**config.mk**
```make
export PLATFORM = sky130hd
export DESIGN_NAME = wdwk_top
export DESIGN_NICKNAME = d
export VERILOG_FILES = /design/src/hw/wdwk_top.v
export VERILOG_INCLUDE_DIRS = /design/src /design/src/hw
export SDC_FILE = /design/constraint.sdc
export NUM_CORES = 1
export LEC_CHECK = 0
export ABC_AREA = 1
export BUFFER_PORTS_ARGS = -buffer_cell sky130_fd_sc_hd__buf_2
export CORE_UTILIZATION = 55
export DETAILED_ROUTE_END_ITERATION = 6
export PLACE_DENSITY = 0.79
export SLEW_MARGIN = 20
export SYNTH_ARGS = -nofsm -noshare
export SYNTH_HDL_FRONTEND = slang
export SYNTH_SLANG_ARGS = --single-unit
```
**constraint.sdc**
```tcl
create_clock -name pclk -period 5.3 [get_ports pclk]
set_input_delay 1.06 -clock pclk [delete_from_list [all_inputs] [get_ports pclk]]
set_output_delay 1.06 -clock pclk [all_outputs]
set_load 0.01 [all_outputs]
```
**src/hw/wdwk_map.vh**
```
`ifndef WDWK_MAP_VH
`define WDWK_MAP_VH
// ----------------------------------------------------------------
// Register map
// ----------------------------------------------------------------
`define WDWK_CTRL_OFF      12'h000
`define WDWK_CMD_OFF       12'h004
`define WDWK_STAT_OFF      12'h008
`define WDWK_WAKE_EN_OFF   12'h00c
`define WDWK_CORE_OFF      12'h010
`define WDWK_CTRL_RST      8'h7a
`define WDWK_SYSCLK_BIT    7
`define WDWK_TSEL_HI       6
`define WDWK_TSEL_LO       4
// Command bits
`define WDWK_CMD_HALT      0
`define WDWK_CMD_CLR1      1
`define WDWK_CMD_CLR2      2
`define WDWK_CMD_CLRS      3
// Core-status bits
`define WDWK_CORE_IDLE_SEL 0
`define WDWK_CORE_FAST     1
// ----------------------------------------------------------------
// Timing counts
// ----------------------------------------------------------------
`define WDWK_BASE_DIV      16'h0100
`define WDWK_SST_FAST      5'h10
`define WDWK_SST_SLOW      5'h02
// ----------------------------------------------------------------
// Modes
// ----------------------------------------------------------------
`define WDWK_M_RUN         3'h0
`define WDWK_M_SLEEP       3'h1
`define WDWK_M_IDLE0       3'h2
`define WDWK_M_IDLE1       3'h3
`define WDWK_M_START       3'h4
`endif

```
**src/hw/wdwk_top.v**
```verilog
// Overview of operation
// RULE1: In sleep or idle, wake on reset pin, port fall, interrupt or overflow.
// RULE2: Reset-pin wake gives a full system reset.
// RULE3: Power-down flag clears at power-up and clear sequence, sets on halt.
// RULE4: Overflow in sleep/idle sets time-out flag, resets only PC and SP.
// RULE5: Each port pin has a wake enable; enabled falling edge wakes.
// RULE6: Port wake resumes at instruction after halt.
// RULE7: Disabled interrupt or full stack wake resumes after halt, service later.
// RULE8: Enabled interrupt with stack room wakes with normal interrupt response.
// RULE9: Interrupt already pending at halt is not a wake source.
// RULE10: Shared start-up counter: 15~16 fast cycles, else 1~2 cycles.
// RULE11: Sleep-to-normal wake waits for fast oscillator ready flag.
// RULE12: Watchdog on slow oscillator; 3-bit select, 256 doubling to 32768 clocks.
// RULE13: Control bit 7 keeps system clock running in idle when set.
// RULE14: Control bits 3~0 are plain read/write storage.
// RULE15: Overflow in normal run resets device and sets time-out flag.
// RULE16: Watchdog cleared by reset pin low, clear sequence, or halt.
// RULE17: The two clear commands clear only when alternated.
// RULE18: The single combined clear command has no effect.
// RULE19: Halt selects sleep, idle0 or idle1 from idle select and bit 7.
// RULE20: Entering sleep/idle clears watchdog, sets power-down, clears time-out.
// RULE21: Prescaler counter is at least 15 bits wide.
//
// Chosen here: the address map and the APB interface to the registers.
`timescale 1ns/100ps
`include "wdwk_map.vh"

module wdwk_top (
  input  wire        pclk,
  input  wire        presetn,
  input  wire        clk_en,
  input  wire        psel,
  input  wire        penable,
  input  wire        pwrite,
  input  wire [11:0] paddr,
  input  wire [31:0] pwdata,
  output reg  [31:0] prdata,
  output reg         pready,
  output reg         pslverr,
  input  wire        slow_osc_pin,
  input  wire        ext_reset_pin_n,
  input  wire [7:0]  port_pins,
  input  wire        irq_req,
  input  wire        irq_enabled,
  input  wire        stack_full,
  input  wire        high_osc_ready_flag,
  output reg         sys_reset,
  output reg         pc_sp_reset,
  output reg         irq_take,
  output reg         resume_pulse,
  output reg         cpu_run,
  output reg         sysclk_on,
  output reg         fast_osc_on
);

  // ----------------------------------------------------------------
  // State
  // ----------------------------------------------------------------
  reg [7:0]  watchdog_control_q;
  reg [7:0]  port_wake_enable_q;
  reg        idle_select_q;
  reg        use_fast_q;
  reg        power_down_flag_q;
  reg        timeout_flag_q;
  reg        last_clr2_q;
  reg        clr_armed_q;
  reg [2:0]  mode_q;
  reg [4:0]  sst_q;
  reg        sst_wait_rdy_q;
  reg        irq_pend_at_halt_q;
  reg [1:0]  wake_kind_q;
  // RULE21: wide prescaler
  reg [15:0] wd_cnt_q;
  reg [2:0]  slow_sy_q;
  reg [2:0]  rst_sy_q;
  reg [7:0]  port_s1_q;
  reg [7:0]  port_s2_q;
  reg [7:0]  port_s3_q;
  reg [7:0]  port_st_q;
  reg        slow_st_q;
  reg        rst_st_q;
  reg [2:0]  rdy_sy_q;
  reg        rdy_st_q;
  reg [31:0] rd_word;
  reg        rd_bad;

  localparam K_PORT = 2'd0;
  localparam K_IRQ  = 2'd1;
  localparam K_WDT  = 2'd2;

  // Register select, shared by every strobe below
  function reg_hit;
    input [11:0] addr;
    input [11:0] off;
    begin
      reg_hit = (addr == off);
    end
  endfunction

  wire       acc     = psel & penable & clk_en;
  wire       wr      = acc & pwrite;
  // Strobes fire only at the access edge that sees pready
  wire       cmd_wr  = wr & pready & reg_hit(paddr, `WDWK_CMD_OFF);
  wire       ctl_wr  = wr & pready & reg_hit(paddr, `WDWK_CTRL_OFF);
  wire       wen_wr  = wr & pready & reg_hit(paddr, `WDWK_WAKE_EN_OFF);
  wire       core_wr = wr & pready & reg_hit(paddr, `WDWK_CORE_OFF);
  // Halt outside run is ignored: the core is already stopped
  wire       halt_c  = cmd_wr & pwdata[`WDWK_CMD_HALT] & (mode_q == `WDWK_M_RUN);
  wire       clr1_c  = cmd_wr & pwdata[`WDWK_CMD_CLR1];
  wire       clr2_c  = cmd_wr & pwdata[`WDWK_CMD_CLR2];
  wire       asleep  = (mode_q == `WDWK_M_SLEEP) | (mode_q == `WDWK_M_IDLE0) |
                       (mode_q == `WDWK_M_IDLE1);

  // Filtered inputs: a change counts once stages two and three agree
  wire [7:0] port_new = (port_s2_q == port_s3_q) ? port_s3_q : port_st_q;
  wire       slow_new = (slow_sy_q[1] == slow_sy_q[2]) ? slow_sy_q[2] : slow_st_q;
  wire       rst_new  = (rst_sy_q[1] == rst_sy_q[2]) ? rst_sy_q[2] : rst_st_q;
  // The ready flag comes from the oscillator's own clock
  wire       rdy_new  = (rdy_sy_q[1] == rdy_sy_q[2]) ? rdy_sy_q[2] : rdy_st_q;
  wire       slow_tick = slow_new & ~slow_st_q;
  wire       pin_reset = ~rst_st_q;

  // RULE5: enabled falling edges
  wire       port_fall = |(port_st_q & ~port_new & port_wake_enable_q);
  // RULE9: pending-at-halt interrupt ignored
  wire       irq_wake  = irq_req & ~irq_pend_at_halt_q;

  // Both clear bits in one write count as neither
  // RULE17: alternate clears only; RULE18: combined clear ignored
  wire       sw_clear = (clr1_c & ~clr2_c & (~clr_armed_q | last_clr2_q)) |
                        (clr2_c & ~clr1_c & (~clr_armed_q | ~last_clr2_q));

  // RULE12: timeout length by select code
  function [15:0] wd_limit;
    input [2:0] sel;
    begin
      wd_limit = `WDWK_BASE_DIV << sel;
    end
  endfunction

  wire [15:0] limit = wd_limit(watchdog_control_q[`WDWK_TSEL_HI:`WDWK_TSEL_LO]);
  wire        wd_ovf = slow_tick & (wd_cnt_q == limit - 16'h0001);

  // Idle1 keeps its clock, so its start-up is short; counted in pclk cycles
  function [4:0] start_len;
    input fast;
    input keep_clk;
    begin
      start_len = (fast & ~keep_clk) ? `WDWK_SST_FAST : `WDWK_SST_SLOW;
    end
  endfunction

  // ----------------------------------------------------------------
  // Input synchronisers
  // ----------------------------------------------------------------
  // Filters start at the pins' idle levels, so no false edge follows reset
  always @(posedge pclk or negedge presetn) begin
    if (!presetn) begin
      slow_sy_q <= 3'h0;
      rst_sy_q  <= 3'h7;
      port_s1_q <= 8'hff;
      port_s2_q <= 8'hff;
      port_s3_q <= 8'hff;
      port_st_q <= 8'hff;
      slow_st_q <= 1'b0;
      rst_st_q  <= 1'b1;
      rdy_sy_q  <= 3'h0;
      rdy_st_q  <= 1'b0;
    end else if (clk_en) begin
      slow_sy_q <= {slow_sy_q[1:0], slow_osc_pin};
      rdy_sy_q  <= {rdy_sy_q[1:0], high_osc_ready_flag};
      rdy_st_q  <= rdy_new;
      rst_sy_q  <= {rst_sy_q[1:0], ext_reset_pin_n};
      port_s1_q <= port_pins;
      port_s2_q <= port_s1_q;
      port_s3_q <= port_s2_q;
      port_st_q <= port_new;
      slow_st_q <= slow_new;
      rst_st_q  <= rst_new;
    end
  end

  // ----------------------------------------------------------------
  // Watchdog counter and flags
  // ----------------------------------------------------------------
  always @(posedge pclk or negedge presetn) begin
    if (!presetn) begin
      wd_cnt_q          <= 16'h0000;
      power_down_flag_q <= 1'b0;
      timeout_flag_q    <= 1'b0;
      last_clr2_q       <= 1'b0;
      clr_armed_q       <= 1'b0;
    end else if (clk_en) begin
      // Overflow restarts the count, so a long sleep wakes periodically
      // RULE16: three clear sources
      if (pin_reset | sw_clear | halt_c | wd_ovf) begin
        wd_cnt_q <= 16'h0000;
      end else if (slow_tick) begin
        wd_cnt_q <= wd_cnt_q + 16'h0001;
      end
      if (sw_clear) begin
        clr_armed_q <= 1'b1;
        last_clr2_q <= clr2_c;
      end
      // RULE3: power-down flag
      // RULE20: halt sets flags
      if (halt_c) begin
        power_down_flag_q <= 1'b1;
      end else if (sw_clear | pin_reset) begin
        power_down_flag_q <= 1'b0;
      end
      // Set beats clear, so an overflow in a clear's cycle is kept
      // RULE4: time-out flag; RULE15: also in run
      if (wd_ovf) begin
        timeout_flag_q <= 1'b1;
      end else if (halt_c | sw_clear | pin_reset) begin
        timeout_flag_q <= 1'b0;
      end
    end
  end

  // ----------------------------------------------------------------
  // Mode sequencer
  // ----------------------------------------------------------------
  always @(posedge pclk or negedge presetn) begin
    if (!presetn) begin
      mode_q             <= `WDWK_M_RUN;
      sst_q              <= 5'h00;
      sst_wait_rdy_q     <= 1'b0;
      irq_pend_at_halt_q <= 1'b0;
      wake_kind_q        <= K_PORT;
      sys_reset          <= 1'b0;
      pc_sp_reset        <= 1'b0;
      irq_take           <= 1'b0;
      resume_pulse       <= 1'b0;
      cpu_run            <= 1'b1;
      sysclk_on          <= 1'b1;
      fast_osc_on        <= 1'b1;
    end else if (clk_en) begin
      // Result pulses last one cycle, but sys_reset stays high while the reset pin is low; the core must act on them at once
      sys_reset    <= 1'b0;
      pc_sp_reset  <= 1'b0;
      irq_take     <= 1'b0;
      resume_pulse <= 1'b0;
      if (!irq_req) begin
        irq_pend_at_halt_q <= 1'b0;
      end
      // Reset pin outranks every mode and every wake source
      if (pin_reset) begin
        // RULE2: full reset on pin
        sys_reset   <= 1'b1;
        mode_q      <= `WDWK_M_RUN;
        cpu_run     <= 1'b1;
        sysclk_on   <= 1'b1;
        fast_osc_on <= 1'b1;
      end else begin
        case (mode_q)
          `WDWK_M_RUN: begin
            // RULE15: overflow in run resets
            if (wd_ovf) begin
              sys_reset <= 1'b1;
            end else if (halt_c) begin
              irq_pend_at_halt_q <= irq_req;
              cpu_run <= 1'b0;
              // RULE19: mode select
              // RULE13: system clock in idle
              if (!idle_select_q) begin
                mode_q      <= `WDWK_M_SLEEP;
                sysclk_on   <= 1'b0;
                fast_osc_on <= 1'b0;
              end else if (!watchdog_control_q[`WDWK_SYSCLK_BIT]) begin
                mode_q      <= `WDWK_M_IDLE0;
                sysclk_on   <= 1'b0;
                fast_osc_on <= 1'b0;
              end else begin
                mode_q <= `WDWK_M_IDLE1;
              end
            end
          end
          `WDWK_M_SLEEP, `WDWK_M_IDLE0, `WDWK_M_IDLE1: begin
            // RULE1: wake sources
            if (asleep & (wd_ovf | port_fall | irq_wake)) begin
              wake_kind_q <= wd_ovf ? K_WDT : (port_fall ? K_PORT : K_IRQ);
              mode_q      <= `WDWK_M_START;
              fast_osc_on <= use_fast_q;
              sysclk_on   <= 1'b1;
              // RULE10: shared start-up count
              sst_q <= start_len(use_fast_q, mode_q == `WDWK_M_IDLE1);
              sst_wait_rdy_q <= use_fast_q & (mode_q == `WDWK_M_SLEEP);
            end
          end
          `WDWK_M_START: begin
            if (sst_q != 5'h00) begin
              sst_q <= sst_q - 5'h01;
            // RULE11: wait for fast ready
            end else if (!sst_wait_rdy_q | rdy_st_q) begin
              mode_q  <= `WDWK_M_RUN;
              cpu_run <= 1'b1;
              case (wake_kind_q)
                // RULE4: only PC and SP reset
                K_WDT: pc_sp_reset <= 1'b1;
                // RULE8: normal interrupt response
                // RULE7: otherwise resume, serviced later
                K_IRQ: begin
                  if (irq_enabled & ~stack_full) begin
                    irq_take <= 1'b1;
                  end else begin
                    resume_pulse <= 1'b1;
                  end
                end
                // RULE6: resume after halt
                default: resume_pulse <= 1'b1;
              endcase
            end
          end
          default: mode_q <= `WDWK_M_RUN;
        endcase
      end
    end
  end

  // ----------------------------------------------------------------
  // Read decode
  // ----------------------------------------------------------------
  // Latched at setup, so read data stands through the access cycle
  wire [7:0] status_byte = {1'b0, mode_q, 2'b00, timeout_flag_q, power_down_flag_q};

  always @* begin
    rd_word = 32'h0000_0000;
    rd_bad  = 1'b0;
    case (paddr)
      `WDWK_CTRL_OFF:    rd_word = {24'h0, watchdog_control_q};
      `WDWK_CMD_OFF:     rd_word = 32'h0000_0000;
      `WDWK_STAT_OFF:    rd_word = {24'h0, status_byte};
      `WDWK_WAKE_EN_OFF: rd_word = {24'h0, port_wake_enable_q};
      `WDWK_CORE_OFF:    rd_word = {30'h0, use_fast_q, idle_select_q};
      default:           rd_bad  = 1'b1;
    endcase
  end

  // ----------------------------------------------------------------
  // APB slave
  // ----------------------------------------------------------------
  always @(posedge pclk or negedge presetn) begin
    if (!presetn) begin
      watchdog_control_q <= `WDWK_CTRL_RST;
      port_wake_enable_q <= 8'h00;
      idle_select_q      <= 1'b0;
      use_fast_q         <= 1'b1;
      prdata             <= 32'h0000_0000;
      pready             <= 1'b0;
      pslverr            <= 1'b0;
    end else if (clk_en) begin
      pready  <= psel & ~penable;
      // An unmapped offset is answered with an error and its write dropped
      pslverr <= psel & ~penable & rd_bad;
      if (psel & ~penable) begin
        prdata <= rd_word;
      end
      // RULE14: low bits plain storage
      if (ctl_wr) begin
        watchdog_control_q <= pwdata[7:0];
      end
      if (wen_wr) begin
        port_wake_enable_q <= pwdata[7:0];
      end
      if (core_wr) begin
        idle_select_q <= pwdata[`WDWK_CORE_IDLE_SEL];
        use_fast_q    <= pwdata[`WDWK_CORE_FAST];
      end
    end
  end

endmodule // wdwk_top

```
; Word-level counts from Yosys, hierarchy flattened
; Cells that the tools add are included.
[totals]
elab_cells = 206
output_inout_bits = 41
inputBits = 64
ff_bits = 135
[op_classes]
n_addsub = 3
muxes = 66
bitwise_logic = 51
shifts = 1
n_reduce_logical = 26
eq_ne = 25
[op_table]
columns = op, n
row1 = 1-bit 2-to-1 mux, 45
row2 = 16-bit 2-to-1 mux, 2
row3 = 8-bit one-hot mux with 4 select lines, 1
row4 = 1-bit AND, 25
row5 = "12-bit by 4-bit equality test with 1-bit output, second input constant", 2
row6 = 2-bit AND reduction, 10
row7 = 3-bit 2-to-1 mux, 6
row8 = 6-bit AND reduction, 3
row9 = "16-bit by 1-bit adder with 16-bit output, second input constant", 1
row10 = 8-bit AND, 2
row11 = 16-bit equality test, 1
row12 = "9-bit by 3-bit left shift with 16-bit output, first input constant", 1
row13 = "16-bit by 1-bit subtractor with 16-bit output, second input constant", 1
row14 = 5-bit 2-to-1 mux, 3
row15 = "3-bit != test, second input constant", 5
row16 = 1-bit OR, 13
row17 = "12-bit by 3-bit equality test with 1-bit output, second input constant", 1
row18 = "12-bit by 5-bit equality test with 1-bit output, second input constant", 1
row19 = 12-bit logical NOT, 1
row20 = 1-bit NOT, 10
row21 = 5-bit one-hot mux with 2 select lines, 1
row22 = 3-bit one-hot mux with 3 select lines, 1
row23 = 8-bit equality test, 1
row24 = 8-bit 2-to-1 mux, 1
row25 = 22 further kinds, 34

; Logic depth before layout (Yosys ltp)
; Gate-level depths: netlist of run 1.
[logic_depth]
ltp_word = 15
ltp_mapped = 13
ltp_nobuf = 13

; Worst setup path before layout of run 1
; No wires, ideal clock.
[synth_timing]
path_type = input to register
start = input paddr[1]
end = register wd_cnt_q[8]
path_slack_ns = 2.924
t_required_ns = 5.184
n_path_buf = 1
stages = 10
arrival_time_ns = 2.259
path_cell_list = or2_4 nor3_2 nand3_1 nor2_2 nor2_2 nand4_2 nand2_4 buf_2 nand2_1 nand2_1
[synth_via]
elab_chain_len = 12
word_cells_on_any_way = 19
classes_between = eq/ne (1) / mux (1) / bitwise (15) / reduce/logical (2)
[synth_rtl]
columns = item, line_no
row1 = start: declaration, wdwk_top.v:35  ; input wire [11:0] paddr,
row2 = 12-bit by 3-bit equality test with 1-bit output *, wdwk_top.v:96  ; reg_hit = (addr == off);
row3 = 1-bit AND *, wdwk_top.v:103  ; wire cmd_wr = wr & pready & reg_hit(paddr, `WDWK_CMD_OFF);
row4 = 1-bit AND (on tied branches), "wdwk_top.v:110, wdwk_top.v:109"
row5 = 1-bit NOT (on tied branches), "wdwk_top.v:130, wdwk_top.v:131"
row6 = 1-bit AND (on tied branches) (2 in series), "wdwk_top.v:130, wdwk_top.v:131"
row7 = 1-bit OR, wdwk_top.v:130  ; wire sw_clear = (clr1_c & ~clr2_c & (~clr_armed_q | last_clr2_q)) |
row8 = 1-bit OR, wdwk_top.v:196  ; if (pin_reset | sw_clear | halt_c | wd_ovf) begin
row9 = 1-bit OR * (2 in series), wdwk_top.v:196
row10 = 2-bit nonzero test (no line), -
row11 = 2-bit AND reduction (no line), -
row12 = end signal: assignment, wdwk_top.v:199  ; wd_cnt_q <= wd_cnt_q + 16'h0001;
row13 = end: declaration, wdwk_top.v:73  ; reg [15:0] wd_cnt_q;
; Every way passes the cells marked *; elsewhere a longest branch is shown, timed or not.
; A chain may end at the register's enable or synchronous reset.

; Worst setup path in the final report of run 1
[layout_timing]
start = input clk_en
end = register wd_cnt_q[7]
[layout_via]
elab_chain_len = 14
word_cells_on_any_way = 21
classes_between = mux (1) / bitwise (18) / reduce/logical (2)
[layout_rtl]
columns = item, line_no
row1 = start: declaration, wdwk_top.v:31  ; input wire clk_en,
row2 = 1-bit AND, wdwk_top.v:100  ; wire acc = psel & penable & clk_en;
row3 = 1-bit AND, wdwk_top.v:101  ; wire wr = acc & pwrite;
row4 = 1-bit AND (2 in series), wdwk_top.v:103
row5 = 1-bit AND (on tied branches), "wdwk_top.v:110, wdwk_top.v:109"
row6 = 1-bit NOT (on tied branches), "wdwk_top.v:130, wdwk_top.v:131"
row7 = 1-bit AND (on tied branches) (2 in series), "wdwk_top.v:130, wdwk_top.v:131"
row8 = 1-bit OR, wdwk_top.v:130
row9 = 1-bit OR (3 in series), wdwk_top.v:196
row10 = 2-bit nonzero test (no line), -
row11 = 2-bit AND reduction (no line), -
; Several ways; a longest one is shown, not always the timed one.

==> results by group, run 1 <==
Hold path
  – Hold depth: 2
  – Hold WC Path Type: reg2reg
  – Hold Crit Start: port_s1_q[2]
  – Endpoint, Worst Hold: port_s1_q[2]

CTS
  – TritonCTS clock tree: built
  – Clock buffer depth: 2
  – Total CTS buffers: 9
  – Clk root buf: clkbuf_8
  – Clk_lat worst skew: 0.38 ns
  – CTS clk-pin slew, worst paths: approximately 0.10 ns
  – Hold-fix buffers at CTS: 0
  – CTS H-tree depth: 3
  – Clock Sinks: between 100 and 150
  – Setup Buffers After CTS: 0
  – PostCTS Resize Cnt: 0

Critical path
  – Origin of the critical flop-to-flop path: wd_cnt_q[0]
  – Slowest-stage cell, CP: buf_4
  – Top Family by Delay on Critical Path: simple AND/OR/NAND/NOR gates
  – CP cell instances: buf_2, buf_4, nand3_1, nor2_1, nand3_1, nor2_2, nor2_2, nand4_2, nand2_4, clkinv_2, nand2_1, nand2_1
  – Worst EP arrival: 3.31 ns
  – Critical path origin: clk_en
  – Worst EP required: between 5 and 6 ns
  – Setup slack, reg-to-reg: between 3 and 4 ns
  – RR Endpoint: wd_cnt_q[7]
  – Crit Path Max Fanout: 56
  – Endpoint class of the critical path: flip-flop
  – Worst reg-to-reg path cell count: 11
  – WS Path Type: in2reg
  – Critical path's largest stage delay: ~0.44 ns
  – Critical Path Stages: 12
  – Buf+Inv Stages, Crit Path: 3
  – Worst setup SP type: input pin

Layout
  – Fillers: ~940
  – Layout cells sized above 1: between 10% and 20%
  – N_diodes: 0
  – Layout area overhead: 8.29%
  – Commonest cells after routing, fill and taps aside: nand2_1, inv_1, dfrtp_1
  – Fin nets: 873
  – Most common cell after layout, fill and taps aside: nand2_1

Route
  – Vias: 4,997
  – Initial drt markers: between 300 and 400
  – Final ANT Viol Nets: 0
  – Routed WL: between 10,000 and 15,000 um
  – Drt pass-1 iters: 5
  – DR WL/cell: 13.5 um
  – Vias per cell: approximately 5.3
  – DRC viols: 0

Logic synthesis
  – Seq cells post-synth: 111
  – Average size of a mapped cell: approximately 7.8 um2
  – Synth warn: 0
  – Cells after Synth: ~760
  – Sequential share of the synthesized area: between 40% and 50%
  – Library cells used by synthesis: 46
  – Post-Synthesis Cell Area: around 0.006 mm2

Flow run
  – MaxCap Viol Count: 0

Power and ir drop
  – Int Pwr: 1230 uW
  – Clock power share: 29.9%
  – Share of total power in combinational logic: between 10 and 15%
  – PD cells: roughly 270 mW/mm2
  – Reg power frac: a little under three fifths
  – IR drop worst, VDD: 0.169 mV
  – P_leak: 0.00318 uW
  – Switching pwr: 492 uW
  – Switching Fraction: roughly 29%

Global route
  – Tot GR Track Use: between 20% and 30%
  – First-pass GRT wire length: between 20,000 and 25,000 um
  – Largest net degree at the start of global routing: 76
  – Vias in the first global route: 4,691
  – Grt ovf: 0
  – Initial antenna violation count: 0

Placement
  – Placer Congestion: 0.885
  – Pre-CTS setup slack: 1.94 ns
  – IO Port Bufs: 56
  – HPWL after DPL: between 9000 and 10,000 um

Floorplanning
  – # IOs: ~110
  – Starting density of the core: a little under three fifths
  – Die Footprint: between 0.01 and 0.015 mm2
  – Core area: 0.0104 mm2
  – Die width: between 100 and 150 um
  – Row count: 37
  – Die Y: roughly 110 um

STA
  – Fin crit period: approximately 3 ns
  – Period utilization: a little under three fifths
  – Setup WS post-layout: 2.30 ns
  – RSZ-0062 raised after global routing: no
  – Max Transition Viols Final: 0
  – Skew final: approximately 0.016 ns
  – Final setup TNS: 0 ns
  – FMAX: between 300 and 400 MHz
  – Hold_ws: roughly 0.47 ns
  – Relative slew slack: 35.7%
  – Final hold vios: 0
  – Final setup violation count: 0
  – Slew @ Worst Pin: between 0.9 and 1 ns

Status
  – Status: finished clean
[power groups by stage]
stage	combinational, uW	clock, uW	sequential (uW)
CTS	221	525	989
global placement	211	0	999
global route	253	562	998
finish	218	515	989
floorplan	163	0	993
detailed placement	220	0	1000
[registers in the layout, summed over array words and instances, names as in the netlist, 2 cells and up]
register            flops
port_s2_q               8
wake_kind_q             2
mode_q                  3
sst_q                   5
prdata                  8
port_st_q               8
wd_cnt_q               16
port_s3_q               8
slow_sy_q               3
port_wake_enable_q      8
rdy_sy_q                3
watchdog_control_q      8
port_s1_q               8
rst_sy_q                3
[per-layer routing]
layer  share of wire, %  track usage [%]  vias up
met5                  0                0        -
met3                6.3             4.45       18
met1                 42             31.0     2332
met2                 50             41.5      181
li1                   -                -     2466
met4                1.5             6.55        0
[logic make-up after synthesis]
group	Yosys count	synth area share (%)
mux	7	1.18
buf+inv	123	9.58
other cells	1	0.0634
flops	111	47.9
fa+ha+maj	3	0.634
compound gates	92	8.67
xor+xnor	17	2.52
simple gates	402	29.5
[worst register-to-register path, stage by stage (launching register included)]
cell	delay (ns)
dfrtp_1	0.42
ha_1	0.22
nand3_1	0.17
nor2_4	0.21
nand2_2	0.08
nor2_4	0.10
nand4_4	0.17
nand4_2	0.17
nand2_4	0.15
clkinv_2	0.23
nand2_1	0.07
nand2_1	0.09
[cell usage after synthesis, drive strengths merged]
cell / number / area share, %
a21boi: 2 / 0.25
a21oi: 5 / 0.42
a22o: 2 / 0.30
a31oi: 1 / 0.11
a32o: 2 / 0.34
buf: 30 / 3.7
clkbuf: 12 / 0.76
clkinv: 2 / 0.15
conb: 1 / 0.063
dfrtp: 66 / 28
dfstp: 45 / 20
ha: 3 / 0.63
inv: 79 / 5.0
mux2i: 7 / 1.2
nand2: 267 / 17
nand3: 38 / 3.4
nand4: 19 / 2.4
nor2: 60 / 4.3
nor3: 12 / 1.5
nor4: 3 / 0.32
o2111ai: 1 / 0.15
o211ai: 4 / 0.51
o21ai: 69 / 5.8
o221ai: 1 / 0.15
o22a: 1 / 0.15
o22ai: 2 / 0.21
o31ai: 2 / 0.25
or2: 3 / 0.36
xnor2: 10 / 1.5
xor2: 7 / 1.0
[metrics by stage]
stage / cell area, um2 / power (uW) / cells / util [%]
after floorplan: 6000 / 1160 / 779 / -
after global placement: 6210 / 1210 / 931 / 59.9
after detailed placement: 6210 / 1220 / 931 / 59.9
after CTS: 6410 / 1730 / 947 / 61.8
after global routing: 6410 / 1810 / 947 / 61.8
final: 6410 / 1720 / 947 / 61.8
[how the worst max path moves through the flow]
stage	slack, ns	end
floorplan	2.92	wd_cnt_q[8]
global placement	2.03	wd_cnt_q[11]
detailed placement	1.94	wd_cnt_q[7]
CTS	2.33	wd_cnt_q[7]
global route	2.09	wd_cnt_q[5]
finish	2.30	wd_cnt_q[7]
[final cells by class]
type | instances | area, um2 | area share (%)
flip-flops and latches | 111 | 2830 | 44.2
multi-input cells | 545 | 2600 | 40.6
inverters | 81 | 305 | 4.76
repair buffers | 58 | 298 | 4.65
well taps | 136 | 170 | 2.66
clock buffers | 11 | 153 | 2.38
clock inverters | 5 | 45.0 | 0.703
(Power assumes the default switching activity.)
==> run 2, diff against run 1 <==
- clock period: 5.3 -> 2.9 ns (I/O delays scaled with it)
==> results by group, run 2 (synthesized netlist as in run 1, its figures left out) <==
STA
  – Hold_ws: 0.159 ns (-0.309 ns)
  – RSZ-0062 raised after global routing: no
  – Final setup violation count: 0 (unchanged)
  – Skew final: 0.0184 ns (+0.00236 ns)
  – Period utilization: 72.9%
  – Final hold vios: 0 (unchanged)
  – FMAX: between 400 and 500 MHz
  – Slew @ Worst Pin: 0.613 ns (-0.351 ns)
  – Relative slew slack: 58.9% (+23 points)
  – Setup WS post-layout: 0.787 ns (-1.51 ns)
  – Final setup TNS: 0 ns (unchanged)
  – Fin crit period: ~2.1 ns
  – Max Transition Viols Final: 0 (unchanged)

Floorplanning
  – Die Y: 106 um (unchanged)
  – Die width: 106 um (unchanged)
  – Core area: 0.0104 mm2 (unchanged)
  – # IOs: 105 (unchanged)
  – Row count: 37 (unchanged)
  – Starting density of the core: 57.1% (unchanged)
  – Die Footprint: 0.0112 mm2 (unchanged)

Critical path
  – Worst EP arrival: 2.40 ns (-0.91 ns)
  – Origin of the critical flop-to-flop path: watchdog_control_q[5]
  – Worst reg-to-reg path cell count: 11 (unchanged)
  – WS Path Type: reg2reg
  – Crit Path Max Fanout: 19 (-66%)
  – Endpoint class of the critical path: flip-flop
  – Worst setup SP type: flip-flop
  – Worst EP required: 3.19 ns (-2.42 ns)
  – Critical path origin: watchdog_control_q[5]

Global route
  – Met3 Use GR: 3.65% (-0.80 points)
  – Largest net degree at the start of global routing: 68 (-11%)
  – GR Util met1: 31.1% (+0.066 points)
  – First-pass GRT wire length: 21,700 um (+1.1%)
  – Tot GR Track Use: 24.6% (+0.55 points)
  – Initial antenna violation count: 0 (unchanged)
  – Grt ovf: 0 (unchanged)
  – Met2 usage: 42.2% (+0.61 points)
  – Vias in the first global route: 4,769 (+1.7%)
  – Busiest grt layer: met2

Route
  – Drt pass-1 iters: 4 (-1)
  – Vias: 4,955 (-0.84%)
  – DRC viols: 0 (unchanged)
  – Final ANT Viol Nets: 0 (unchanged)
  – Routed WL: 12,800 um (+0.66%)
  – DR WL/cell: 13.5 um (+0.55%)
  – Initial drt markers: 304 (+0.33%)
  – Vias per cell: 5.23 (-0.95%)

CTS
  – CTS H-tree depth: 3 (unchanged)
  – TritonCTS clock tree: built
  – Clk_lat worst skew: 0.41 ns (+0.03 ns)
  – Clock Sinks: 111 (unchanged)
  – Clock buffer depth: 2 (unchanged)
  – Hold-fix buffers at CTS: 0 (unchanged)
  – PostCTS Resize Cnt: 0 (unchanged)
  – Total CTS buffers: 9 (unchanged)
  – Setup Buffers After CTS: 0 (unchanged)
  – Clk root buf: clkbuf_8
  – CTS clk-pin slew, worst paths: 0.12 ns (+0.02 ns)

Power and ir drop
  – Power Total: 3170 uW (+84%)
  – Reg power frac: 56.9% (-0.5 points)
  – PD cells: 493 mW/mm2 (+84%)
  – IR drop worst, VDD: 0.387 mV (+130%)
  – Switching pwr: 920 uW (+87%)
  – Clock power share: 30.3% (+0.4 points)
  – Switching Fraction: 29.0% (+0.41 points)
  – P_leak: 0.00320 uW (+0.47%)
  – Int Pwr: 2250 uW (+83%)
  – Share of total power in combinational logic: 12.8% (about the same)

Layout
  – Finished Layout Cells: 948 (+0.11%)
  – Number of flip-flops in the largest register: 16 (unchanged)
  – Fin nets: 874 (+0.11%)
  – Layout area overhead: 8.65%
  – Fillers: 933 (-1.1%)
  – N_diodes: 0 (unchanged)
  – Biggest register: wd_cnt_q
  – Most common cell after layout, fill and taps aside: nand2_1
  – Commonest cells after routing, fill and taps aside: nand2_1, inv_1, dfrtp_1
  – Layout cells sized above 1: 18.2% (+0.10 points)

Placement
  – Placed Cells: 932 (+0.11%)
  – HPWL after DPL: 9330 um (+2.4%)
  – IO Port Bufs: 56 (unchanged)
  – Placer Congestion: 0.905 (+2.2%)
  – Pre-CTS setup slack: 0.489 ns (-1.45 ns)

Hold path
  – Hold WC Path Type: in2async

Flow run
  – MaxCap Viol Count: 0 (unchanged)

Status
  – Status: finished clean
-- run 2: metrics by stage --
stage               utilization, %  instance area, um2
floorplan                        -                6000
global placement              60.1                6230
detailed placement            60.1                6230
CTS                           62.0                6430
global route                  62.0                6430
finish                        62.0                6430
-- run 2: path summary, 6_finish.rpt --
kind                                          to  slack (ns)
hold / removal             port_wake_enable_q[7]        0.16
hold reg to reg                     port_s2_q[4]        0.47
max in group asynchronous            rst_sy_q[0]        1.94
setup reg to reg                    wd_cnt_q[10]        0.79
min in group pclk                   port_s1_q[2]        0.37
setup / recovery                    wd_cnt_q[10]        0.79
-- run 2: power by group through the flow --
stage	Combinational, uW	Sequential (uW)	Clock, uW
after CTS	411	1810	975
after floorplan	299	1820	0
after detailed placement	408	1830	0
after global placement	389	1830	0
after global routing	468	1820	1020
final	406	1800	962
-- run 2: final cells by class --
class | instances | area (um2) | area share [%]
Sequential cell | 111 | 2830 | 44.1
Timing Repair Buffer | 59 | 318 | 4.94
Inverter | 81 | 305 | 4.75
Tap cell | 136 | 170 | 2.65
Clock inverter | 5 | 46.3 | 0.720
Clock buffer | 11 | 153 | 2.37
Multi-Input combinational cell | 545 | 2600 | 40.5
-- run 2: routing by layer --
metal	wire, um	vias up
met5	0	-
met4	260	0
met3	639	20
met2	6360	146
met1	5560	2321
li1	-	2468
-- run 2: worst max-delay path, stage by stage (launching register included) --
cell and delay, ns:
dfstp_2 0.62, inv_2 0.07, nand2_1 0.10, nand3_1 0.10
nand2_1 0.15, nor2_4 0.06, nand4_4 0.13, nand4_2 0.14
nand2_4 0.21, clkinv_2 0.23, nand2_1 0.11, nand2_1 0.06
